===== src/design/sfl_pkg.sv =====
// Constants and types for the serial flash status and read command engine
package sfl_pkg;
    // Opcodes
    localparam logic [7:0] OP_WRITE_ENABLE_CMD = 8'h06;
    localparam logic [7:0] OP_WRDI = 8'h04;
    localparam logic [7:0] OP_VWREN = 8'h50;
    localparam logic [7:0] OP_RDSR1 = 8'h05;
    localparam logic [7:0] OP_RDSR2 = 8'h35;
    localparam logic [7:0] OP_RDSR3 = 8'h15;
    localparam logic [7:0] OP_WRSR1 = 8'h01;
    localparam logic [7:0] OP_WRSR2 = 8'h31;
    localparam logic [7:0] OP_WRSR3 = 8'h11;
    localparam logic [7:0] OP_READ = 8'h03;
    localparam logic [7:0] OP_FAST = 8'h0b;
    localparam logic [7:0] OP_DUAL = 8'h3b;
    localparam logic [7:0] OP_QUAD = 8'h6b;
    // Status field positions and writable masks
    localparam int SR1_BUSY = 0;
    localparam int SR1_WEL = 1;
    localparam int SR2_SRL = 0;
    localparam int SR2_QE = 1;
    localparam int SR2_LB = 2;
    localparam logic [7:0] SR1_WMASK = 8'hfc;
    localparam logic [7:0] SR2_WMASK = 8'h47;
    localparam logic [7:0] SR2_VSTICKY = 8'h05;
    localparam logic [7:0] SR2_NVSTICKY = 8'h04;
    localparam logic [7:0] SR3_VAL = 8'h00;
    // Values after power-on and the byte sent on buffer underrun
    localparam logic [7:0] NV_SR1_RST = 8'h00;
    localparam logic [7:0] NV_SR2_RST = 8'h00;
    localparam logic [7:0] UNDERRUN_BYTE = 8'hff;
    // Bit counts within a frame
    localparam logic [4:0] CNT_BYTE = 5'd8;
    localparam logic [4:0] CNT_WORD = 5'd16;
    localparam logic [4:0] CNT_ADDR_LAST = 5'd23;
    localparam logic [4:0] CNT_BYTE_LAST = 5'd7;
    localparam logic [4:0] CNT_SAT = 5'd17;
    // Timing
    localparam int CLK_NS = 100;
    localparam int STATUS_WRITE_CYCLE_TIME_US = 5000;
    localparam int VOLATILE_REFRESH_TIME_US = 50;
    localparam int VOLATILE_REFRESH_CYC = VOLATILE_REFRESH_TIME_US * 1000 / CLK_NS;
    localparam int ADDR_W = 24;

    typedef enum logic [6:0] {
        ST_CMD = 7'b0000001,
        ST_ADDR = 7'b0000010,
        ST_DUMMY = 7'b0000100,
        ST_DATA = 7'b0001000,
        ST_STAT = 7'b0010000,
        ST_WDAT = 7'b0100000,
        ST_IGN = 7'b1000000
    } sfl_state_type;

    typedef enum logic [1:0] {
        MD_SINGLE = 2'b00,
        MD_DUAL = 2'b01,
        MD_QUAD = 2'b10
    } sfl_mode_type;

    // Pin sample bundle
    typedef struct packed {
        logic [3:0] io;
        logic sclk;
        logic cs_n;
    } sfl_pin_type;
endpackage


===== src/design/sfl_core.sv =====
// Serial flash status register and read command engine
`timescale 1ns/1ns
`default_nettype none
module sfl_core
    import sfl_pkg::*;
#(
    parameter int TW_CYC = STATUS_WRITE_CYCLE_TIME_US * 1000 / CLK_NS
)(
    input wire logic sys_clk_in,
    input wire logic arst_n_in,
    input wire logic cs_n_in,
    input wire logic sclk_in,
    input wire logic [3:0] io_in,
    output logic [3:0] io_out,
    output logic [3:0] io_oe_out,
    output logic [23:0] array_addr_out,
    input wire logic [7:0] array_data_in,
    input wire logic array_valid_in,
    output logic array_ready_out,
    input wire logic ext_busy_in,
    input wire logic soft_rst_in,
    output logic busy_out
);
    // Merge a written byte under a mask, keeping sticky ones
    function automatic logic [7:0] sfl_merge(input logic [7:0] o, input logic [7:0] n,
                                             input logic [7:0] m, input logic [7:0] s);
        sfl_merge = (o & ~m) | (n & m) | (o & s);
    endfunction

    // Next shift value and line levels for one output clock
    function automatic logic [11:0] sfl_shout(input logic [7:0] b, input sfl_mode_type md);
        case (md)
            MD_DUAL: sfl_shout = {b[5:0], 2'b00, 2'b00, b[7], b[6]};
            MD_QUAD: sfl_shout = {b[3:0], 4'h0, b[7:4]};
            default: sfl_shout = {b[6:0], 1'b0, 2'b00, b[7], 1'b0};
        endcase
    endfunction

    sfl_pin_type p1_r, p2_r, p3_r, pf_r, pf_nxt;
    sfl_state_type st_r, st_nxt;
    sfl_mode_type mode_r, mode_nxt;
    logic [7:0] op_r, op_nxt, osh_r, osh_nxt, bt, din_byte, sel_sr, sr1_vis;
    logic [23:0] sh_r, sh_nxt;
    logic [4:0] cnt_r, cnt_nxt;
    logic [2:0] ocnt_r, ocnt_nxt, olast;
    logic [3:0] io_r, io_nxt, oe_r, oe_nxt;
    logic [11:0] so;
    logic rise, fall, cs_rise, op_ev, addr_ld, pop, busy_any;
    logic [7:0] sr1v_r, sr1v_nxt, sr2v_r, sr2v_nxt, nv1_r, nv1_nxt, nv2_r, nv2_nxt, w0, w1;
    logic wel_r, wel_nxt, vperm_r, vperm_nxt, busy_r, busy_nxt, wr_ok, wr1, wr2;
    logic [19:0] tmr_r, tmr_nxt;
    logic [7:0] b0_r, b0_nxt, b1_r, b1_nxt;
    logic [1:0] bc_r, bc_nxt;
    logic [23:0] fa_r, fa_nxt;
    logic rdy_r, rdy_nxt, acc, act_nxt;

    // Pin filter: a change counts once stages two and three agree
    assign pf_nxt = sfl_pin_type'((p2_r & ~(p2_r ^ p3_r)) | (pf_r & (p2_r ^ p3_r)));
    assign rise = pf_nxt.sclk & ~pf_r.sclk & ~pf_r.cs_n;
    assign fall = ~pf_nxt.sclk & pf_r.sclk & ~pf_r.cs_n;
    assign cs_rise = pf_nxt.cs_n & ~pf_r.cs_n;
    assign din_byte = {sh_r[6:0], pf_nxt.io[0]};
    assign busy_any = busy_r | ext_busy_in;
    assign sr1_vis = {sr1v_r[7:2], wel_r, busy_any};

    always_ff @(posedge sys_clk_in or negedge arst_n_in)
    begin
        if (!arst_n_in)
        begin
            p1_r <= '{io: 4'h0, sclk: 1'b0, cs_n: 1'b1};
            p2_r <= '{io: 4'h0, sclk: 1'b0, cs_n: 1'b1};
            p3_r <= '{io: 4'h0, sclk: 1'b0, cs_n: 1'b1};
            pf_r <= '{io: 4'h0, sclk: 1'b0, cs_n: 1'b1};
        end
        else
        begin
            p1_r <= '{io: io_in, sclk: sclk_in, cs_n: cs_n_in};
            p2_r <= p1_r;
            p3_r <= p2_r;
            pf_r <= pf_nxt;
        end
    end

    // Selected status byte for reads
    always_comb
    begin
        if (op_r == OP_RDSR1)
            sel_sr = sr1_vis;
        else if (op_r == OP_RDSR2)
            sel_sr = sr2v_r;
        else
            sel_sr = SR3_VAL;
    end

    // Command sequencer: opcode, address, dummy, data out
    always_comb
    begin
        st_nxt = st_r;
        op_nxt = op_r;
        sh_nxt = sh_r;
        cnt_nxt = cnt_r;
        mode_nxt = mode_r;
        osh_nxt = osh_r;
        ocnt_nxt = ocnt_r;
        io_nxt = io_r;
        oe_nxt = oe_r;
        op_ev = 1'b0;
        addr_ld = 1'b0;
        pop = 1'b0;
        bt = osh_r;
        so = sfl_shout(osh_r, mode_r);
        olast = (mode_r == MD_QUAD) ? 3'd1 : (mode_r == MD_DUAL) ? 3'd3 : 3'd7;
        if (pf_r.cs_n)
        begin
            st_nxt = ST_CMD;
            cnt_nxt = 5'd0;
            ocnt_nxt = 3'd0;
            oe_nxt = 4'h0;
        end
        else if (rise)
        begin
            sh_nxt = {sh_r[22:0], pf_nxt.io[0]}; // Wide enough for a full address
            cnt_nxt = cnt_r + 5'd1;
            case (st_r)
                ST_CMD:
                begin
                    if (cnt_r == CNT_BYTE_LAST)
                    begin
                        op_nxt = din_byte;
                        op_ev = 1'b1;
                        cnt_nxt = 5'd0;
                        mode_nxt = (din_byte == OP_DUAL) ? MD_DUAL : (din_byte == OP_QUAD) ? MD_QUAD : MD_SINGLE;
                        if (din_byte == OP_RDSR1 || din_byte == OP_RDSR2 || din_byte == OP_RDSR3)
                            st_nxt = ST_STAT;
                        else if (din_byte == OP_WRSR1 || din_byte == OP_WRSR2 || din_byte == OP_WRSR3)
                            st_nxt = ST_WDAT;
                        else if ((din_byte == OP_READ || din_byte == OP_FAST || din_byte == OP_DUAL) && !busy_any)
                            st_nxt = ST_ADDR;
                        else if (din_byte == OP_QUAD && !busy_any && sr2v_r[SR2_QE])
                            st_nxt = ST_ADDR;
                        else
                        begin
                            st_nxt = ST_IGN;
                            cnt_nxt = CNT_BYTE;
                        end
                    end
                end
                ST_ADDR:
                begin
                    if (cnt_r == CNT_ADDR_LAST)
                    begin
                        addr_ld = 1'b1;
                        cnt_nxt = 5'd0;
                        st_nxt = (op_r == OP_READ) ? ST_DATA : ST_DUMMY;
                    end
                end
                ST_DUMMY:
                begin
                    if (cnt_r == CNT_BYTE_LAST)
                        st_nxt = ST_DATA;
                end
                ST_WDAT:
                begin
                    if (cnt_r == CNT_SAT)
                        cnt_nxt = cnt_r;
                end
                default:
                    cnt_nxt = cnt_r;
            endcase
        end
        else if (fall && st_r == ST_STAT)
        begin
            bt = (ocnt_r == 3'd0) ? sel_sr : osh_r;
            io_nxt = {2'b00, bt[7], 1'b0};
            oe_nxt = 4'h2;
            osh_nxt = {bt[6:0], 1'b0};
            ocnt_nxt = ocnt_r + 3'd1;
        end
        else if (fall && st_r == ST_DATA)
        begin
            pop = (ocnt_r == 3'd0);
            bt = !pop ? osh_r : (bc_r != 2'd0) ? b0_r : UNDERRUN_BYTE;
            so = sfl_shout(bt, mode_r);
            osh_nxt = so[11:4];
            io_nxt = so[3:0];
            oe_nxt = (mode_r == MD_QUAD) ? 4'hf : (mode_r == MD_DUAL) ? 4'h3 : 4'h2;
            ocnt_nxt = (ocnt_r == olast) ? 3'd0 : ocnt_r + 3'd1;
        end
    end

    always_ff @(posedge sys_clk_in or negedge arst_n_in)
    begin
        if (!arst_n_in)
        begin
            st_r <= ST_CMD;
            op_r <= 8'h00;
            sh_r <= 24'h000000;
            cnt_r <= 5'd0;
            mode_r <= MD_SINGLE;
            osh_r <= 8'h00;
            ocnt_r <= 3'd0;
            io_r <= 4'h0;
            oe_r <= 4'h0;
        end
        else
        begin
            st_r <= st_nxt;
            op_r <= op_nxt;
            sh_r <= sh_nxt;
            cnt_r <= cnt_nxt;
            mode_r <= mode_nxt;
            osh_r <= osh_nxt;
            ocnt_r <= ocnt_nxt;
            io_r <= io_nxt;
            oe_r <= oe_nxt;
        end
    end

    // Status write decode at chip select rise
    assign wr_ok = cs_rise && st_r == ST_WDAT && !busy_any &&
                   (cnt_r == CNT_BYTE || (cnt_r == CNT_WORD && op_r == OP_WRSR1));
    assign w0 = (cnt_r == CNT_WORD) ? sh_r[15:8] : sh_r[7:0];
    assign w1 = sh_r[7:0];
    assign wr1 = op_r == OP_WRSR1;
    assign wr2 = (wr1 && cnt_r == CNT_WORD) || op_r == OP_WRSR2;

    // Status registers, latch, permission and write cycle timer
    always_comb
    begin
        sr1v_nxt = sr1v_r;
        sr2v_nxt = sr2v_r;
        nv1_nxt = nv1_r;
        nv2_nxt = nv2_r;
        wel_nxt = wel_r;
        vperm_nxt = vperm_r;
        busy_nxt = busy_r;
        tmr_nxt = tmr_r;
        if (op_ev && op_nxt != OP_VWREN && op_nxt != OP_WRSR1 && op_nxt != OP_WRSR2 && op_nxt != OP_WRSR3)
            vperm_nxt = 1'b0;
        if (cs_rise && st_r == ST_IGN && cnt_r == CNT_BYTE)
        begin
            if (op_r == OP_WRITE_ENABLE_CMD && !busy_any)
                wel_nxt = 1'b1;
            else if (op_r == OP_WRDI && !busy_any)
                wel_nxt = 1'b0;
            else if (op_r == OP_VWREN)
                vperm_nxt = 1'b1;
        end
        if (cs_rise && st_r == ST_WDAT)
            vperm_nxt = 1'b0;
        if (wr_ok && wel_r)
        begin
            nv1_nxt = wr1 ? sfl_merge(nv1_r, w0, SR1_WMASK, 8'h00) : nv1_r;
            nv2_nxt = wr2 ? sfl_merge(nv2_r, (wr1 ? w1 : w0), SR2_WMASK, SR2_NVSTICKY) : nv2_r;
            sr1v_nxt = nv1_nxt;
            sr2v_nxt = nv2_nxt;
            busy_nxt = 1'b1;
            tmr_nxt = 20'(TW_CYC);
        end
        else if (wr_ok && vperm_r)
        begin
            sr1v_nxt = wr1 ? sfl_merge(sr1v_r, w0, SR1_WMASK, 8'h00) : sr1v_r;
            sr2v_nxt = wr2 ? sfl_merge(sr2v_r, (wr1 ? w1 : w0), SR2_WMASK, SR2_VSTICKY) : sr2v_r;
        end
        if (busy_r)
        begin
            tmr_nxt = tmr_r - 20'd1;
            if (tmr_r == 20'd1)
            begin
                busy_nxt = 1'b0;
                wel_nxt = 1'b0;
            end
        end
        if (soft_rst_in)
        begin
            sr1v_nxt = nv1_r;
            sr2v_nxt = nv2_r;
            wel_nxt = 1'b0;
            vperm_nxt = 1'b0;
        end
    end

    always_ff @(posedge sys_clk_in or negedge arst_n_in)
    begin
        if (!arst_n_in)
        begin
            sr1v_r <= NV_SR1_RST;
            sr2v_r <= NV_SR2_RST;
            nv1_r <= NV_SR1_RST;
            nv2_r <= NV_SR2_RST;
            wel_r <= 1'b0;
            vperm_r <= 1'b0;
            busy_r <= 1'b0;
            tmr_r <= 20'd0;
        end
        else
        begin
            sr1v_r <= sr1v_nxt;
            sr2v_r <= sr2v_nxt;
            nv1_r <= nv1_nxt;
            nv2_r <= nv2_nxt;
            wel_r <= wel_nxt;
            vperm_r <= vperm_nxt;
            busy_r <= busy_nxt;
            tmr_r <= tmr_nxt;
        end
    end

    // Two-entry read buffer between array and shifter
    assign acc = array_valid_in & rdy_r;
    assign act_nxt = (st_nxt == ST_DATA || st_nxt == ST_DUMMY) && !pf_r.cs_n;
    always_comb
    begin
        b0_nxt = b0_r;
        b1_nxt = b1_r;
        bc_nxt = bc_r;
        fa_nxt = fa_r;
        if (pop && bc_r != 2'd0)
        begin
            b0_nxt = b1_r;
            bc_nxt = bc_r - 2'd1;
        end
        if (acc)
        begin
            fa_nxt = fa_r + 24'd1;
            if (bc_nxt == 2'd0)
                b0_nxt = array_data_in;
            else
                b1_nxt = array_data_in;
            bc_nxt = bc_nxt + 2'd1;
        end
        if (addr_ld)
        begin
            fa_nxt = {sh_r[22:0], pf_nxt.io[0]};
            bc_nxt = 2'd0;
        end
        else if (pf_r.cs_n)
            bc_nxt = 2'd0;
        rdy_nxt = act_nxt && bc_nxt != 2'd2;
    end

    always_ff @(posedge sys_clk_in or negedge arst_n_in)
    begin
        if (!arst_n_in)
        begin
            b0_r <= 8'h00;
            b1_r <= 8'h00;
            bc_r <= 2'd0;
            fa_r <= 24'h000000;
            rdy_r <= 1'b0;
        end
        else
        begin
            b0_r <= b0_nxt;
            b1_r <= b1_nxt;
            bc_r <= bc_nxt;
            fa_r <= fa_nxt;
            rdy_r <= rdy_nxt;
        end
    end

    assign io_out = io_r;
    assign io_oe_out = oe_r;
    assign array_addr_out = fa_r;
    assign array_ready_out = rdy_r;
    assign busy_out = busy_r;
endmodule
`default_nettype wire


===== config.mk =====
export PLATFORM = sky130hd
export DESIGN_NAME = sfl_core
export DESIGN_NICKNAME = d
export VERILOG_FILES = /design/src/design/sfl_pkg.sv /design/src/design/sfl_core.sv
export SDC_FILE = /design/constraint.sdc
export NUM_CORES = 1
export LEC_CHECK = 0
export ABC_CLOCK_PERIOD_IN_PS = 7700
export BUFFER_PORTS_ARGS = -buffer_cell sky130_fd_sc_hd__buf_2
export CAP_MARGIN = 20
export CORE_MARGIN = 2
export CORE_UTILIZATION = 38
export DETAILED_ROUTE_END_ITERATION = 10
export PLACE_DENSITY_LB_ADDON = 0.12
export SYNTH_ARGS = -nofsm -noshare
export SYNTH_HDL_FRONTEND = slang
export SYNTH_SLANG_ARGS = --single-unit

===== constraint.sdc =====
create_clock -name sys_clk_in -period 7.7 [get_ports sys_clk_in]
set_input_delay 0.385 -clock sys_clk_in [delete_from_list [all_inputs] [get_ports sys_clk_in]]
set_output_delay 0.385 -clock sys_clk_in [all_outputs]
set_load 0.05 [all_outputs]

==> results.ini, run 1 <==
[clock_network]
clk_pin_slew_ps=70
tritoncts=yes
cts_buffer_depth=2
root_buffer=clkbuf_16
clk_latency_ps=430
numCtsBuffers=17
cts_resized=0
htreeDepth=4
clock-sinks=160

[power_and_ir_drop]
seq_power_share_pct=49.9
vdd_drop_max_mv=0.136
p_comb_share_pct=6.4
internal_power_mw=1.34
p_per_area_nw_per_um2=195
power.switching_mw=0.476
leakage_nw=3.96
pwr-share-clk_pct=43.8
p_sw_share_pct=26.2

[logic_synthesis]
syn_nets=862
netlist_instances=831
synthArstFlopShare_pct=100
synth_cell_types=77
synth.avg_cell_area_sq_um=9.98
synth_edf_count=0
seq_area_frac_synth_pct=48.3
yosys_register_bits=160
synth-main-ff-cell=dfrtp_1
netlist_area_sq_um=8300
synth_warnings=0

[finish]
drive_gt1_share_pct=18.4
area_delta_synth_final_pct=12.4
antenna_cells=0
finish.net_count=891
fill_cells=2132
post-route-util_pct=43.1

[die]
die_h_um=152
die-width_um=152
row_count=54
initial_core_util_pct=38.4
io_pins=53
coreArea_sq_um=21600
dieArea_sq_um=23000

[drt]
initialDrtViolationCount=277
dr.pass1.iters=4
drc=0
routed_wl_mm=19.1
wire_per_inst_um=16.6
ant_nets=0
viasPerCell=5.36
vias=6178

[setup_path]
cp_slowest_stage_delay_ps=870
r2r_start=pf_r[0]$_DFF_PN1_
required_ps=8000
crit_chain=and4bb_2, nand4_1, nor2b_1, nand2b_1, a21oi_1, nor4_2
path_max_fanout=32
slowest_stage=nand4_1
crit_type=register to register
setup.worst_path.start_class=register
crit_arrival_ps=3460
reg2reg_depth=6
r2r_slack_ps=4530
r2r-end=array_ready_out$_DFF_PN0_
endpoint_kind=register

[sta]
rsz0062_at_grt=no
worstMarginPinSlew_ps=973
final_hold_viol_count=0
setup_viol=0
clock_skew_ps=14.4
fin_crit_sh_pct=41.1
fmax_mhz=316
finalSetupTns_ps=0
slew_viol_final=0
period_minus_slack_ps=3170
slew-limit-headroom_pct=35.0

[global_route]
grt_antenna_before_repair=0
grt_max_degree=105
grt.total_usage_pct=17.8
grt_pass1_wl_mm=32.2
grt_overflow=0
grt_pass1_vias=6222

[min_path]
min_to=p1_r[0]$_DFF_PN1_
holdCritPathClass=primary input to register
hold_depth=1
worstHoldStart=cs_n_in

[place]
gp_congestion=0.780
dp_hpwl_mm=13.2
io_buffers=49

[run]
cap_violations=0

[outcome]
status=finished, final reports clean

==> synthesized netlist by cell type, drive strengths merged, types with 6 or more instances <==
cell,number,area share [%]
o21ai,51,3.1
buf,15,0.98
a21oi,48,2.9
nand2,84,3.8
nand4,15,1.1
ha,12,1.8
nor2,89,4.1
nor4,12,1.5
xor2,21,2.2
xnor2,18,1.9
clkbuf,30,1.4
inv,25,1.1
a221oi,9,0.95
mux2,48,6.5
dfrtp,155,47
and3,8,0.60
nor3,20,1.2
mux2i,32,3.9
a211oi,6,0.54
nor2b,9,0.68
nor4b,7,0.89
nand3,24,1.4
==> area by class of cell <==
class,instances,area [sq um],area share [%]
Inverter,25,93.8,1.01
Multi-Input combinational cell,601,4000,42.9
Clock inverter,13,105,1.13
Tap cell,280,350,3.76
Sequential cell,160,4010,43.0
Clock buffer,19,453,4.86
Timing Repair Buffer,55,319,3.42
==> metal layers <==
layer	GRT usage (%)	vias up	share of wire, %
met5	0	-	0
met4	4.54	0	1.2
met3	3.77	14	2.9
met2	28.9	77	47
met1	24.4	3040	49
li1	-	3047	-
==> timing repair <==
item,in CTS,in global routing
endpoints found under the hold margin,0,9
buffers inserted,0,0
setup endpoints to repair,0,0
hold buffers,0,1
==> sequential cells by signal, indices dropped and copies added (netlist names), 4 cells and up <==
signal / cells
nv1_r: 6
sr1v_r: 6
sr2v_r: 4
sh_r: 23
b1_r: 8
b0_r: 8
cnt_r: 5
nv2_r: 4
io_out: 4
osh_r: 7
st_r: 7
tmr_r: 20
array_addr_out: 24
op_r: 8
==> worst max-delay path by stage <==
stage	slack (ps)	from	depth (start not counted)	endpoint
CTS	4480	pf_r[0]$_DFF_PN1_	6	array_ready_out$_DFF_PN0_
floorplan	4920	st_r[5]$_DFF_PN0_	12	b0_r[5]$_DFF_PN0_
global placement	4460	pf_r[0]$_DFF_PN1_	6	array_ready_out$_DFF_PN0_
finish	4530	pf_r[0]$_DFF_PN1_	6	array_ready_out$_DFF_PN0_
detailed placement	4490	pf_r[0]$_DFF_PN1_	6	array_ready_out$_DFF_PN0_
global route	4200	pf_r[0]$_DFF_PN1_	6	array_ready_out$_DFF_PN0_
==> worst max-delay path, delay by kind of cell (launching register included) <==
| kind | cells | cell delay [ps] |
|---|---|---|
| and+or+nand+nor | 5 | 2290 |
| AOI/OAI and AO/OA | 1 | 270 |
| DFF | 1 | 450 |
==> layout by cell type, fill, tap and decap left out, types with 12 or more instances in the layout <==
cell / synthesis / layout
nand3_1: 24 / 24
clkbuf_16: 0 / 17
inv_1: 25 / 25
nor3_1: 20 / 20
nand4_1: 15 / 15
mux2_2: 48 / 48
ha_1: 12 / 12
nand2_1: 84 / 84
buf_2: 8 / 48
mux2i_1: 32 / 32
nor2_1: 88 / 88
a21oi_1: 48 / 48
dfrtp_1: 155 / 155
o21ai_0: 49 / 49
xnor2_1: 18 / 18
xor2_1: 21 / 21
==> power by group through the flow <==
stage,clock network [mW],logic [mW],registers [mW]
global placement,0,0.115,0.922
global route,0.860,0.133,0.910
detailed placement,0,0.116,0.923
floorplan,0,0.0765,0.897
finish,0.795,0.115,0.906
CTS,0.823,0.116,0.907
==> metrics by stage <==
| step | power [mW] | setup slack (ps) | hold slack [ps] | cell area (sq um) | instances |
|---|---|---|---|---|---|
| 2_1_floorplan | 0.973 | 4920 | 89.4 | 8300 | 831 |
| 3_3_place_gp | 1.04 | 4460 | 332 | 8730 | 1119 |
| 3_5_place_dp | 1.04 | 4490 | 336 | 8730 | 1119 |
| 4_1_cts | 1.85 | 4480 | 40.6 | 9290 | 1151 |
| 5_1_grt | 1.90 | 4200 | 40.9 | 9330 | 1153 |
| 6_report | 1.82 | 4530 | 56.8 | 9330 | 1153 |
==> cells by family (layout without fill, tap and decap cells) <==
| family | Yosys count | count (layout) | share of synthesized area [%] |
|---|---|---|---|
| simple gates | 306 | 306 | 19.2 |
| buf+inv | 70 | 112 | 3.48 |
| flops | 160 | 160 | 48.3 |
| mux | 80 | 80 | 10.4 |
| compound gates | 163 | 163 | 12.5 |
| fa+ha+maj | 13 | 13 | 1.93 |
| xor+xnor | 39 | 39 | 4.12 |
Note: power is estimated with default switching activity, not from simulation.
==> run 2, diff against run 1 <==
Settings changed: ABC_AREA from default to 1, ABC_CLOCK_PERIOD_IN_PS 7700 to 2800.
Clock period 7.7 ns to 2.8 ns, I/O delays scaled along.
==> results.ini, run 2 <==
[global_route]
groute.layer.met1.usage_pct=25.7  ; +1.3 points
top_usage_layer=met2
met3_usage_pct=3.86  ; +0.089 points
grt_pass1_vias=7351  ; +18%
grt_overflow=0  ; unchanged
grt_max_degree=56  ; -47%
met2_usage_pct=32.2  ; +3.3 points
grt_pass1_wl_mm=37.6  ; +17%
grt_antenna_before_repair=0  ; unchanged
grt.total_usage_pct=19.5  ; +1.6 points

[run]
cap_violations=0  ; unchanged

[drt]
routed_wl_mm=22.4  ; +17%
viasPerCell=5.12  ; -4.5%
drc=0  ; unchanged
initialDrtViolationCount=377  ; +36%
dr.pass1.iters=5  ; +1
ant_nets=0  ; unchanged
wire_per_inst_um=15.0  ; -9.4%
vias=7606  ; +23%

[finish]
stdcell_area_sq_um=10100  ; +8.7%
antenna_cells=0  ; unchanged
finish.net_count=1219  ; +37%
layout_common_cells=284 x nand2_1, 155 x dfrtp_1, 136 x inv_1, 95 x nor2_1, 84 x o21ai_0
final_common_cell=nand2_1
area_delta_synth_final_pct=15.6
fill_cells=2276  ; +6.8%
post-route-util_pct=44.8  ; +1.6 points
drive_gt1_share_pct=13.2  ; -5.3 points
largest_reg_flops=24  ; unchanged

[setup_path]
setup.worst_path.start_class=register
endpoint_kind=register
r2r_start=ocnt_r[0]$_DFFE_PN0P_
r2r-end=b0_r[4]$_DFF_PN0_
path_max_fanout=12  ; -63%
crit_arrival_ps=2690  ; -770 ps
required_ps=3100  ; -4900 ps
crit_type=register to register
r2r_slack_ps=410  ; -4120 ps
reg2reg_depth=14  ; +8

[logic_synthesis]
synth_cell_types=58  ; -25%
yosysMostFrequentCell=nand2_1
synth.avg_cell_area_sq_um=7.85  ; -21%
yosys.area.top_type=dfrtp_1
netlist_top_cells_count=284 x nand2_1, 155 x dfrtp_1, 136 x inv_1, 95 x nor2_1, 84 x o21ai_0
yosys_register_bits=160  ; unchanged
synth_top_area_share_pct=44.2  ; -2.5 points
synthArstFlopShare_pct=100  ; unchanged
synth-main-ff-cell=dfrtp_1
netlist_instances=1118  ; +35%
synth_warnings=0  ; unchanged
seq_area_frac_synth_pct=45.7  ; -2.6 points
netlist_area_sq_um=8770  ; +5.7%
synthTopCellsByArea=dfrtp_1 44%, nand2_1 12%, inv_1 5.8%
syn_nets=1149  ; +33%
synth_edf_count=0  ; unchanged

[power_and_ir_drop]
vdd_drop_max_mv=0.386  ; +180%
p_per_area_nw_per_um2=524  ; +170%
total_power_mw=5.31  ; +190%
leakage_nw=5.03  ; +27%

[sta]
fmax_mhz=418  ; +32%
rsz0062_at_grt=no
setup_viol=0  ; unchanged
slew_viol_final=0  ; unchanged
fin_crit_sh_pct=85.4  ; +44 points
period_minus_slack_ps=2390  ; -776 ps
finalSetupTns_ps=0  ; unchanged
clock_skew_ps=17.4  ; +3.04 ps
slew-limit-headroom_pct=57.9  ; +23 points
worstMarginPinSlew_ps=626  ; -346 ps
final_hold_viol_count=0  ; unchanged

[min_path]
hold_depth=2  ; +1
min_to=wel_r$_DFF_PN0_
holdCritPathClass=primary input to register
worstHoldStart=soft_rst_in

[clock_network]
clk_pin_slew_ps=70  ; about the same
clk_latency_ps=440  ; about the same
cts_resized=0  ; unchanged
tritoncts=yes
htreeDepth=4  ; unchanged
numCtsBuffers=17  ; unchanged
post-cts-setup-buffers=0  ; unchanged
root_buffer=clkbuf_16
clock-sinks=160  ; unchanged
cts_buffer_depth=2  ; unchanged

[outcome]
status=finished, final reports clean

[die]
dieArea_sq_um=24300  ; +5.6%
initial_core_util_pct=38.7  ; +0.37 points
die-width_um=156  ; +2.7%
row_count=55  ; +1.9%
io_pins=53  ; unchanged
die_h_um=156  ; +2.7%
coreArea_sq_um=22600  ; +4.7%

[place]
dp_hpwl_mm=16.3  ; +24%
gp_congestion=0.863  ; +11%
place_area_sq_um=9400  ; +7.6%
io_buffers=49  ; unchanged

[run 2: cell count changes after synthesis, sizes merged, moves of 9 or more]
cell    delta
nand2    +206
o221ai    +12
inv      +121
nor2b      -9
o211ai     +9
nor2      +20
o21ai     +38
xnor2     -11
mux2i     -31
mux2      -41
a21oi     -22
nand3     +60
clkbuf    -21
[run 2: worst max-delay path by stage]
stage / from / to / cells after the start
4_1_cts: ocnt_r[0]$_DFFE_PN0P_ / b1_r[3]$_DFFE_PN0P_ / 13
6_report: ocnt_r[0]$_DFFE_PN0P_ / b0_r[4]$_DFF_PN0_ / 14
3_5_place_dp: ocnt_r[0]$_DFFE_PN0P_ / b1_r[2]$_DFFE_PN0P_ / 13
5_1_grt: ocnt_r[0]$_DFFE_PN0P_ / b0_r[4]$_DFF_PN0_ / 14
3_3_place_gp: ocnt_r[0]$_DFFE_PN0P_ / b1_r[6]$_DFFE_PN0P_ / 13
2_1_floorplan: ocnt_r[0]$_DFFE_PN0P_ / b0_r[3]$_DFF_PN0_ / 16
[run 2: kinds of logic after synthesis]
logic type / count (synthesis) / share of synthesized area, %
compound gates: 189 / 13.0
simple gates: 541 / 27.4
fa+ha+maj: 13 / 1.83
flops: 160 / 45.7
xor+xnor: 29 / 2.90
buf+inv: 178 / 8.17
mux: 8 / 1.01
[run 2: cell type report]
type                    count  area (sq um)  area share [%]
clock buffers              19           433            4.27
clock inverters            13           189            1.86
inverters                 147           554            5.47
multi-input cells         780          4040            39.9
flip-flops and latches    160          4010            39.5
well taps                 285           357            3.52
repair buffers             82           554            5.47
[run 2: timing repair]
action	4_1_cts	5_1_grt
endpoints found under the setup margin	0	0
hold endpoints to repair	69	0
hold buffers	12	0
[run 2: worst max-delay path: stages, from the launching register on]
cell and delay (ps):
dfrtp_1 420, inv_1 70, ha_1 140, inv_1 40, nor2_2 90, nand2_1 200
nor2_4 280, o21ai_1 110, inv_1 60, ha_1 130, inv_1 40, nor2_1 240
inv_1 240, nor2_1 140, a31oi_1 60
[run 2: report_power, final]
part / switching (mW) / internal (mW) / leakage [nW]
Sequential: 0.0670 / 2.37 / 1.89
Combinational: 0.248 / 0.109 / 2.85
Clock: 1.02 / 1.50 / 0.297
[run 2: per-stage QoR]
step                hold WS (ps)  std cells  worst slack [ps]
floorplan                   -156       1118               471
global placement             147       1442               386
detailed placement           149       1442               368
CTS                         85.9       1486               361
global route                 106       1486               139
finish                       112       1486               410
[run 2: metal layers]
layer  part of all wire [%]  routed length (um)
met1                     48               10800
met2                     46               10400
met3                    3.4                 751
met4                    2.2                 486
met5                      0                   0
==> run 3, diff against run 2 <==
Settings changed: CORE_UTILIZATION 38 to 45.
==> results.ini, run 3 (synthesis gave the netlist of run 2 again) <==
[setup_path]
crit_type=register to register
cp_num_buf_inv=4  ; -1
endpoint_kind=register
crit_arrival_ps=2770  ; +80 ps
r2r_start=ocnt_r[0]$_DFFE_PN0P_
path_max_fanout=9  ; -3
required_ps=3110  ; about the same
r2r_slack_ps=340  ; -70 ps
setup.worst_path.start_class=register
slowest_stage=dfrtp_1
cp_top_family=simple AND/OR/NAND/NOR gates
crit_chain=inv_1, ha_1, inv_1, nor2_2, nand2_1, nor2_4, nand2_1, nand2_1, inv_1, ha_1, inv_1, nand2_1, mux2_2
reg2reg_depth=13  ; -1
r2r-end=b1_r[7]$_DFFE_PN0P_
cp_slowest_stage_delay_ps=420  ; about the same

[global_route]
top_usage_layer=met2
grt_pass1_vias=7232  ; -1.6%
grt_max_degree=80  ; +43%
met3_usage_pct=4.57  ; +0.70 points
met2_usage_pct=36.2  ; +4.0 points
groute.layer.met1.usage_pct=31.4  ; +5.6 points
grt_overflow=0  ; unchanged
grt_pass1_wl_mm=36.9  ; -1.9%
grt_antenna_before_repair=0  ; unchanged
grt.total_usage_pct=22.6  ; +3.1 points

[power_and_ir_drop]
vdd_drop_max_mv=0.365  ; -5.5%
p_per_area_nw_per_um2=514  ; -1.9%
leakage_nw=5.00  ; -0.51%

[place]
gp_congestion=0.869  ; +0.73%
io_buffers=49  ; unchanged
place_inst=1417  ; -1.7%
dp_hpwl_mm=15.6  ; -4.3%

[die]
initial_core_util_pct=45.5  ; +6.8 points
dieArea_sq_um=20600  ; -15%
io_pins=53  ; unchanged
die-width_um=144  ; -7.9%
coreArea_sq_um=19300  ; -15%
row_count=51  ; -7.3%
die_h_um=144  ; -7.9%

[drt]
initialDrtViolationCount=473  ; +25%
wire_per_inst_um=14.9  ; -1.0%
viasPerCell=5.11  ; -0.12%
vias=7469  ; -1.8%
routed_wl_mm=21.8  ; -2.7%
drc=0  ; unchanged
dr.pass1.iters=5  ; unchanged
ant_nets=0  ; unchanged

[finish]
finish.net_count=1214  ; -0.41%
largest_reg_flops=24  ; unchanged
drive_gt1_share_pct=13.0  ; -0.20 points
area_delta_synth_final_pct=14.5
antenna_cells=0  ; unchanged
final_common_cell=nand2_1
final_cell_count_no_fill=1461  ; -1.7%
layout_common_cells=284 x nand2_1, 155 x dfrtp_1, 135 x inv_1, 95 x nor2_1, 84 x o21ai_0

[sta]
slew_viol_final=0  ; unchanged
worstMarginPinSlew_ps=737  ; +111 ps
setup_viol=0  ; unchanged
clock_skew_ps=11.9  ; -5.52 ps
period_minus_slack_ps=2460  ; +71.1 ps
fmax_mhz=406  ; -2.9%
final_hold_viol_count=0  ; unchanged
rsz0062_at_grt=no
fin_crit_sh_pct=87.9  ; +2.5 points
finalSetupTns_ps=0  ; unchanged
slew-limit-headroom_pct=50.9  ; -7.0 points

[clock_network]
clk_latency_ps=430  ; about the same
tritoncts=yes
root_buffer=clkbuf_16
htreeDepth=4  ; unchanged
clock-sinks=160  ; unchanged
post-cts-setup-buffers=0  ; unchanged
numCtsBuffers=17  ; unchanged
cts_buffer_depth=2  ; unchanged
clk_pin_slew_ps=60  ; about the same

[outcome]
status=finished, final reports clean

[min_path]
min_to=wel_r$_DFF_PN0_
holdCritPathClass=primary input to register
worstHoldStart=soft_rst_in
hold_depth=2  ; unchanged

[run]
cap_violations=0  ; unchanged

[run 3: timing repair]
action | CTS | global route
hold buffers | 12 | 0
endpoints found under the hold margin | 90 | 0
endpoints found under the setup margin | 0 | 2
resized for setup | 0 | 1
[run 3: metrics by stage]
step | instance area (sq um) | worst slack, ps | hold WS, ps | total power [mW] | util [%]
2_1_floorplan | 8770 | 471 | -156 | 2.66 | -
3_3_place_gp | 9320 | 412 | 243 | 2.82 | 48.4
3_5_place_dp | 9320 | 350 | 244 | 2.82 | 48.4
4_1_cts | 10000 | 343 | 96.0 | 5.22 | 52.1
5_1_grt | 10000 | 95.0 | 119 | 5.38 | 52.1
6_report | 10000 | 338 | 116 | 5.16 | 52.1
[run 3: layout make-up]
class,instances,area [sq um]
multi-input cells,780,4040
clock buffers,21,470
flip-flops and latches,160,4010
repair buffers,77,504
clock inverters,11,131
well taps,265,332
inverters,147,554
fillers,1851,9230
[run 3: worst max-delay path by stage]
stage / start / endpoint / slack (ps) / depth (start not counted)
2_1_floorplan: ocnt_r[0]$_DFFE_PN0P_ / b0_r[3]$_DFF_PN0_ / 470 / 16
5_1_grt: ocnt_r[1]$_DFFE_PN0P_ / b0_r[2]$_DFF_PN0_ / 90 / 13
4_1_cts: ocnt_r[0]$_DFFE_PN0P_ / b1_r[7]$_DFFE_PN0P_ / 340 / 13
6_report: ocnt_r[0]$_DFFE_PN0P_ / b1_r[7]$_DFFE_PN0P_ / 340 / 13
3_3_place_gp: ocnt_r[0]$_DFFE_PN0P_ / b1_r[6]$_DFFE_PN0P_ / 410 / 13
3_5_place_dp: ocnt_r[0]$_DFFE_PN0P_ / b1_r[6]$_DFFE_PN0P_ / 350 / 13
[run 3: layer usage]
layer  routed length, um  part of all wire (%)  vias to the layer above
li1                    -                     -                     3827
met3                 718                   3.3                       24
met2               10300                    47                      136
met1               10500                    48                     3482
met5                   0                     0                        -
met4                 301                   1.4                        0
[run 3: where the power goes]
part	switching (mW)	total, mW	internal [mW]
sequential	0.0629	2.44	2.37
combinational	0.246	0.353	0.108
clock	0.977	2.37	1.39
total	1.29	5.16	3.87
